[src/rtl/edge_trim_pkg.sv]
// Shared constants for the PWM edge trim register block.
package edge_trim_pkg;

    // Register indices; the byte address is four times the index.
    localparam logic [9:0] IDX_TRIM_C = 10'h06b;
    localparam logic [9:0] IDX_TRIM_D = 10'h06c;
    localparam logic [9:0] IDX_STATUS = 10'h070;

    localparam logic [11:0] ADDR_TRIM_C = {IDX_TRIM_C, 2'b00};
    localparam logic [11:0] ADDR_TRIM_D = {IDX_TRIM_D, 2'b00};
    localparam logic [11:0] ADDR_STATUS = {IDX_STATUS, 2'b00};

    // Field positions inside a trim register.
    localparam int POL_HI_BIT = 7;
    localparam int OFS_HI_MSB = 6;
    localparam int OFS_HI_LSB = 4;
    localparam int POL_LO_BIT = 3;
    localparam int OFS_LO_MSB = 2;
    localparam int OFS_LO_LSB = 0;

    // Field positions inside the status register.
    localparam int STAT_PEND_BIT  = 0;
    localparam int STAT_ACT_C_LSB = 8;
    localparam int STAT_ACT_D_LSB = 16;

    // Reset values.
    localparam logic [7:0] TRIM_RST = 8'h00;

    // Trim step, system clock timing and offset field widths.
    localparam int STEP_NS       = 5;
    localparam int CLK_PERIOD_NS = 40;
    localparam int OFS_CODE_W    = 3;
    localparam int OFS_NS_W      = 6;

endpackage : edge_trim_pkg

[src/rtl/edge_trim_unit.sv]
// One trimmed PWM edge: holds the active polarity and offset of one edge.
module edge_trim_unit #(
    parameter int CODE_W  = edge_trim_pkg::OFS_CODE_W,
    parameter int NS_W    = edge_trim_pkg::OFS_NS_W,
    parameter int STEP_NS = edge_trim_pkg::STEP_NS
) (
    // Clock and reset.
    input  wire logic              clk_i,
    input  wire logic              rst_n_i,
    // Staged setting and the boundary strobe that applies it.
    input  wire logic              pol_i,
    input  wire logic [CODE_W-1:0] code_i,
    input  wire logic              load_i,
    // Active setting seen by the PWM generator.
    output logic                   pol_o,
    output logic [CODE_W-1:0]      code_o,
    output logic [NS_W-1:0]        ns_o
);

    logic              pol_q;
    logic [CODE_W-1:0] code_q;
    logic [NS_W-1:0]   ns_q;
    logic [NS_W-1:0]   ns_d;

    // The offset grows linearly by one step per code value.
    assign ns_d = NS_W'(code_i * STEP_NS);

    always_ff @(posedge clk_i) begin
        if (!rst_n_i) begin
            pol_q  <= 1'b0;
            code_q <= '0;
            ns_q   <= '0;
        end else if (load_i) begin
            pol_q  <= pol_i;
            code_q <= code_i;
            ns_q   <= ns_d;
        end
    end

    assign pol_o  = pol_q;
    assign code_o = code_q;
    assign ns_o   = ns_q;
endmodule : edge_trim_unit

[src/rtl/edge_trim_regs.sv]
// APB register block that trims PWM edges five to eight.

module edge_trim_regs #(
    parameter int ADDR_W  = 12,
    parameter int EDGES   = 4,
    parameter int CODE_W  = edge_trim_pkg::OFS_CODE_W,
    parameter int NS_W    = edge_trim_pkg::OFS_NS_W
) (
    // Clock and reset.
    input  wire logic                   CLK_SYS_I,
    input  wire logic                   RST_N_I,
    // APB slave.
    input  wire logic                   PSEL_I,
    input  wire logic                   PENABLE_I,
    input  wire logic                   PWRITE_I,
    input  wire logic [ADDR_W-1:0]      PADDR_I,
    input  wire logic [31:0]            PWDATA_I,
    input  wire logic [3:0]             PSTRB_I,
    output logic [31:0]                 PRDATA_O,
    output logic                        PREADY_O,
    output logic                        PSLVERR_O,
    // PWM generator side.
    input  wire logic                   PERIOD_START_I,
    output logic [EDGES-1:0]            EDGE_POL_O,
    output logic [EDGES*CODE_W-1:0]     EDGE_CODE_O,
    output logic [EDGES*NS_W-1:0]       EDGE_OFFSET_NS_O,
    output logic                        UPDATE_PENDING_O
);

    // Staged register contents as written by software, then the pending flag and the bus response registers.
    logic [7:0]  trim_c_q;
    logic [7:0]  trim_c_d;
    logic [7:0]  trim_d_q;
    logic [7:0]  trim_d_d;
    logic        pending_q;
    logic        pending_d;
    logic [31:0] rdata_q;
    logic [31:0] rdata_d;
    logic        slverr_q;
    logic        slverr_d;

    // Bus decode.
    wire         setup_ph  = PSEL_I && !PENABLE_I;
    wire         access_ph = PSEL_I && PENABLE_I;
    wire         hit_c     = (PADDR_I == edge_trim_pkg::ADDR_TRIM_C);
    wire         hit_d     = (PADDR_I == edge_trim_pkg::ADDR_TRIM_D);
    wire         hit_stat  = (PADDR_I == edge_trim_pkg::ADDR_STATUS);
    wire         mapped    = hit_c || hit_d || hit_stat;
    wire         lane0     = PSTRB_I[0];
    wire         wr_c      = access_ph && PWRITE_I && hit_c && lane0;
    wire         wr_d      = access_ph && PWRITE_I && hit_d && lane0;
    wire         wr_any    = wr_c || wr_d;
    wire         bad_acc   = !mapped || (PWRITE_I && hit_stat);

    // Active settings rebuilt for read-back.
    wire [7:0]   act_c;
    wire [7:0]   act_d;

    // Staged edge settings split into fields.
    wire [EDGES-1:0]        stg_pol;
    wire [EDGES*CODE_W-1:0] stg_code;

    assign stg_pol[0] = trim_c_q[edge_trim_pkg::POL_HI_BIT];
    assign stg_pol[1] = trim_c_q[edge_trim_pkg::POL_LO_BIT];
    assign stg_pol[2] = trim_d_q[edge_trim_pkg::POL_HI_BIT];
    assign stg_pol[3] = trim_d_q[edge_trim_pkg::POL_LO_BIT];

    // Edge five offset code.
    assign stg_code[0*CODE_W +: CODE_W] =
        trim_c_q[edge_trim_pkg::OFS_HI_MSB:edge_trim_pkg::OFS_HI_LSB];
    // Edge six offset code.
    assign stg_code[1*CODE_W +: CODE_W] =
        trim_c_q[edge_trim_pkg::OFS_LO_MSB:edge_trim_pkg::OFS_LO_LSB];
    // Edge seven offset code.
    assign stg_code[2*CODE_W +: CODE_W] =
        trim_d_q[edge_trim_pkg::OFS_HI_MSB:edge_trim_pkg::OFS_HI_LSB];
    // Edge eight offset code.
    assign stg_code[3*CODE_W +: CODE_W] =
        trim_d_q[edge_trim_pkg::OFS_LO_MSB:edge_trim_pkg::OFS_LO_LSB];

    // Register writes.
    assign trim_c_d = wr_c ? PWDATA_I[7:0] : trim_c_q;
    assign trim_d_d = wr_d ? PWDATA_I[7:0] : trim_d_q;

    // A write that meets a boundary keeps the pending flag set.
    assign pending_d = wr_any || (pending_q && !PERIOD_START_I);

    // Read data is captured in the setup phase and held for the access.
    assign rdata_d =
        !setup_ph          ? rdata_q :
        PWRITE_I           ? 32'h0000_0000 :
        hit_c              ? {24'h00_0000, trim_c_q} :
        hit_d              ? {24'h00_0000, trim_d_q} :
        hit_stat           ? {8'h00, act_d, act_c, 7'h00, pending_q} :
                             32'h0000_0000;
    assign slverr_d = setup_ph ? bad_acc : slverr_q;

    always_ff @(posedge CLK_SYS_I) begin
        if (!RST_N_I) begin
            trim_c_q  <= edge_trim_pkg::TRIM_RST;
            trim_d_q  <= edge_trim_pkg::TRIM_RST;
            pending_q <= 1'b0;
            rdata_q   <= 32'h0000_0000;
            slverr_q  <= 1'b0;
        end else begin
            trim_c_q  <= trim_c_d;
            trim_d_q  <= trim_d_d;
            pending_q <= pending_d;
            rdata_q   <= rdata_d;
            slverr_q  <= slverr_d;
        end
    end

    // Settings pass to the edges only at a period boundary.
    wire apply = PERIOD_START_I;

    wire [EDGES-1:0]        act_pol;
    wire [EDGES*CODE_W-1:0] act_code;

    generate
        for (genvar e = 0; e < EDGES; e++) begin : g_edge
            edge_trim_unit #(
                .CODE_W  (CODE_W),
                .NS_W    (NS_W),
                .STEP_NS (edge_trim_pkg::STEP_NS)
            ) u_edge (
                .clk_i   (CLK_SYS_I),
                .rst_n_i (RST_N_I),
                .pol_i   (stg_pol[e]),
                .code_i  (stg_code[e*CODE_W +: CODE_W]),
                .load_i  (apply),
                .pol_o   (act_pol[e]),
                .code_o  (act_code[e*CODE_W +: CODE_W]),
                .ns_o    (EDGE_OFFSET_NS_O[e*NS_W +: NS_W])
            );
        end
    endgenerate

    assign act_c = {act_pol[0], act_code[0*CODE_W +: CODE_W],
                    act_pol[1], act_code[1*CODE_W +: CODE_W]};
    assign act_d = {act_pol[2], act_code[2*CODE_W +: CODE_W],
                    act_pol[3], act_code[3*CODE_W +: CODE_W]};

    // Outputs.
    assign PREADY_O         = 1'b1;
    assign PRDATA_O         = rdata_q;
    assign PSLVERR_O        = access_ph && slverr_q;
    assign EDGE_POL_O       = act_pol;
    assign EDGE_CODE_O      = act_code;
    assign UPDATE_PENDING_O = pending_q;
endmodule : edge_trim_regs

[config.mk]
export PLATFORM = sky130hd
export DESIGN_NAME = edge_trim_regs
export DESIGN_NICKNAME = d
export VERILOG_FILES = /design/src/rtl/edge_trim_pkg.sv /design/src/rtl/edge_trim_unit.sv /design/src/rtl/edge_trim_regs.sv
export SDC_FILE = /design/constraint.sdc
export NUM_CORES = 1
export LEC_CHECK = 0
export BUFFER_PORTS_ARGS = -buffer_cell sky130_fd_sc_hd__buf_2
export CORE_MARGIN = 1.5
export CORE_UTILIZATION = 52
export CTS_CLUSTER_DIAMETER = 40
export DETAILED_ROUTE_END_ITERATION = 10
export PLACE_DENSITY = 0.85
export SLEW_MARGIN = 10
export SYNTH_ARGS = -nofsm -noshare
export SYNTH_HDL_FRONTEND = slang
export SYNTH_SLANG_ARGS = --single-unit
[constraint.sdc]
create_clock -name CLK_SYS_I -period 3 [get_ports CLK_SYS_I]
set_input_delay 0.3 -clock CLK_SYS_I [delete_from_list [all_inputs] [get_ports CLK_SYS_I]]
set_output_delay 0.3 -clock CLK_SYS_I [all_outputs]
set_load 0.01 [all_outputs]
==> flow_summary.json <==
{
  "antenna_cells": 0,
  "fin_setup_tns_ns": 0,
  "cts_root_buf": "clkbuf_8",
  "die_h_um": 81.2,
  "drive_gt1_share_pct": 30.8,
  "status": "complete, no violations",
  "crit_chain": "ha_1, ha_1, ha_1, mux2i_1, nor2b_1",
  "clk_pin_slew_ns": 0.08,
  "grt-ovfl-total": 0,
  "post-route-min-period_ns": 1.45,
  "synth_cells": 298,
  "cellLeakagePower_uw": 0.00198,
  "powerDensity_mw_per_mm2": 488,
  "cts_tree": "done",
  "routed_via_density": 5.14,
  "core.rowCount": 28,
  "synth_top_area_share_pct": 46.6,
  "die_w_um": 81.2,
  "slowest_stage": "dfxtp_1",
  "wire_per_inst_um": 14.9,
  "r2r_slack_ns": 1.55,
  "timing.fmax_mhz": 691,
  "final-max-slew-violation-count": 0,
  "vias": 2337,
  "syn_to_final_growth_pct": 17.9,
  "cts_buffer_depth": 2,
  "topRoutingLayerUsed": "met4",
  "layout.nets": 441,
  "grt_max_degree": 59,
  "worstHoldPathType": "input port to flip-flop",
  "synth.area.top_cells": "dfxtp_1 47%, mux2i_1 17%, nor2b_1 7.3%, buf_4 5.0%, ha_1 4.7%",
  "start_util_pct": 53.7,
  "core_area_mm2": 0.00592,
  "final.fill_count": 514,
  "maxSlewHeadroom_pct": 33.1,
  "clock_latency_ns": 0.34,
  "arrival_ns": 1.68,
  "yosysUniqueCellTypes": 34,
  "grt_use_total_pct": 21.3,
  "dpl.hpwl_um": 4790,
  "ys_seq_elements": 74,
  "grt_pass1_wl_um": 10500,
  "seq_area_frac_synth_pct": 46.6,
  "rsz0062_at_grt": "false",
  "io_buffers": 92,
  "wl_met1_um": 2990,
  "io_pins": 129,
  "crit_type": "flip-flop to flip-flop",
  "synth_top_area_cell": "dfxtp_1",
  "peakVddDrop_mv": 0.369,
  "hold_buffers": 0,
  "wl_um": 6770,
  "post_cts_resized": 0,
  "numCtsBuffers": 9,
  "end_kind": "flip-flop",
  "cp_slowest_stage_delay_ns": 0.37,
  "setup_viol": 0,
  "antenna_found_initial": 0,
  "synth_warnings": 0,
  "avgSynthCellArea_um2": 10.7,
  "fin_crit_sh_pct": 48.2,
  "path_max_fanout": 4,
  "wl_met3_um": 300,
  "worst_path_most_repeated_cell": "ha_1",
  "fin_worst_skew_ns": 0.00915,
  "drtIter0Drc": 102,
  "critPathRequiredTime_ns": 3.23,
  "fin_util_pct": 63.3,
  "globalplace.congestion": 0.757,
  "hold_viol": 0,
  "h-tree-depth": 3,
  "worstMarginPinSlew_ns": 1.00,
  "dieArea_mm2": 0.00659,
  "drc": 0,
  "post_cts_buffers": 0,
  "met2_wirelength_um": 3330,
  "grt_pass1_vias": 2169,
  "max-cap-violations": 0,
  "clock_sinks": 74,
  "worstSetupStartpointType": "flip-flop",
  "antenna_left": 0,
  "syn_area_mm2": 0.00318,
  "dr.pass1.iters": 4
}
-- stage by stage --
stage / area [um2] / hold WS (ns) / total power, uW / instances / setup WS (ns)
3_3_place_gp: 3550 / 0.431 / 1090 / 439 / 1.30
6_report: 3750 / 0.217 / 1830 / 455 / 1.55
4_1_cts: 3750 / 0.205 / 1840 / 455 / 1.55
2_1_floorplan: 3200 / 0.450 / 1070 / 305 / 1.67
5_1_grt: 3750 / 0.216 / 1900 / 455 / 1.52
3_5_place_dp: 3550 / 0.439 / 1090 / 439 / 1.26
-- layer usage --
metal,track usage [%],vias to the layer above
met5,0,-
li1,-,1158
met3,3.71,15
met2,36.6,73
met1,25.7,1091
met4,10.0,0
-- final cells by class --
| cell class | count | area, um2 | area share, % |
|---|---|---|---|
| multi-input cells | 196 | 1500 | 40.1 |
| flip-flops and latches | 74 | 1480 | 39.5 |
| repair buffers | 94 | 475 | 12.7 |
| clock buffers | 11 | 141 | 3.77 |
| well taps | 75 | 93.8 | 2.50 |
| clock inverters | 5 | 53.8 | 1.44 |
-- worst max-delay path, delay by kind of cell (launching register included) --
kind | cells | cell delay (ns)
multiplexers | 1 | 0.19
adder cells (fa/ha/maj) | 3 | 0.70
flip-flops | 1 | 0.37
AND/OR/NAND/NOR | 1 | 0.07
-- where the power goes --
group	internal [uW]	total [uW]	switching [uW]
Sequential	982	983	0.399
Combinational	36.3	88.5	52.1
Clock	404	758	354
Total	1420	1830	406
-- synthesized netlist by cell type --
master	instances
nand2_4	2
o21bai_1	1
and3_4	1
buf_4	21
buf_6	1
nor2_4	1
o31ai_1	1
a21oi_1	1
a221oi_1	1
nor4_4	1
dfxtp_1	74
ha_1	12
nand4_1	1
mux2i_1	53
o21a_1	1
a41oi_1	1
nor3b_1	1
o21ai_0	8
nand4_4	1
and3_1	1
nand4_2	1
conb_1	2
nor2b_1	37
nor2_1	3
and2b_1	1
nand2_1	32
a22o_1	16
clkbuf_1	8
and2_1	2
a22oi_1	2
buf_2	5
and3b_1	2
nand2b_1	1
and4_1	2
-- path summary, 6_finish.rpt --
| path | start | endpoint | depth (start not counted) |
|---|---|---|---|
| worst min-delay path | PWDATA_I[6] | trim_d_q[6] | 3 |
| worst max-delay path | trim_d_q[4] | g_edge[2].u_edge.ns_o[4] | 5 |
| worst min register to register | PRDATA_O[4] | PRDATA_O[4] | 2 |
| worst max register to register | trim_d_q[4] | g_edge[2].u_edge.ns_o[4] | 5 |
-- cells in the final DEF, fill, tap and decap left out, drive strengths merged, types with 3 or more instances in the layout --
cell / Yosys / routed
a22o: 16 / 16
buf: 27 / 94
clkbuf: 8 / 11
clkinv: 0 / 4
conb: 2 / 9
dfxtp: 74 / 74
ha: 12 / 12
mux2i: 53 / 53
nand2: 34 / 34
nand4: 3 / 3
nor2: 4 / 4
nor2b: 37 / 37
o21ai: 8 / 8
-- sequential cells by signal (all words and copies together) (netlist names) --
name                  cells
PRDATA_O                 24
g_edge.u_edge.ns_o       22
trim_c_q                  8
trim_d_q                  8
g_edge.u_edge.code_o      6
g_edge.u_edge.pol_o       4
UPDATE_PENDING_O          1
slverr_q                  1
-- cell families (layout without fill, tap and decap cells) --
logic type	after synthesis	after routing	synth area share (%)
and+or+nand+nor	90	90	17.1
AOI/OAI and AO/OA	32	32	7.56
other	2	9	0.236
muxes	53	53	16.7
adders and majority gates	12	12	4.72
DFF	74	74	46.6
buffers and inverters	35	110	7.05
No activity file was read; power rests on OpenSTA's default activity.
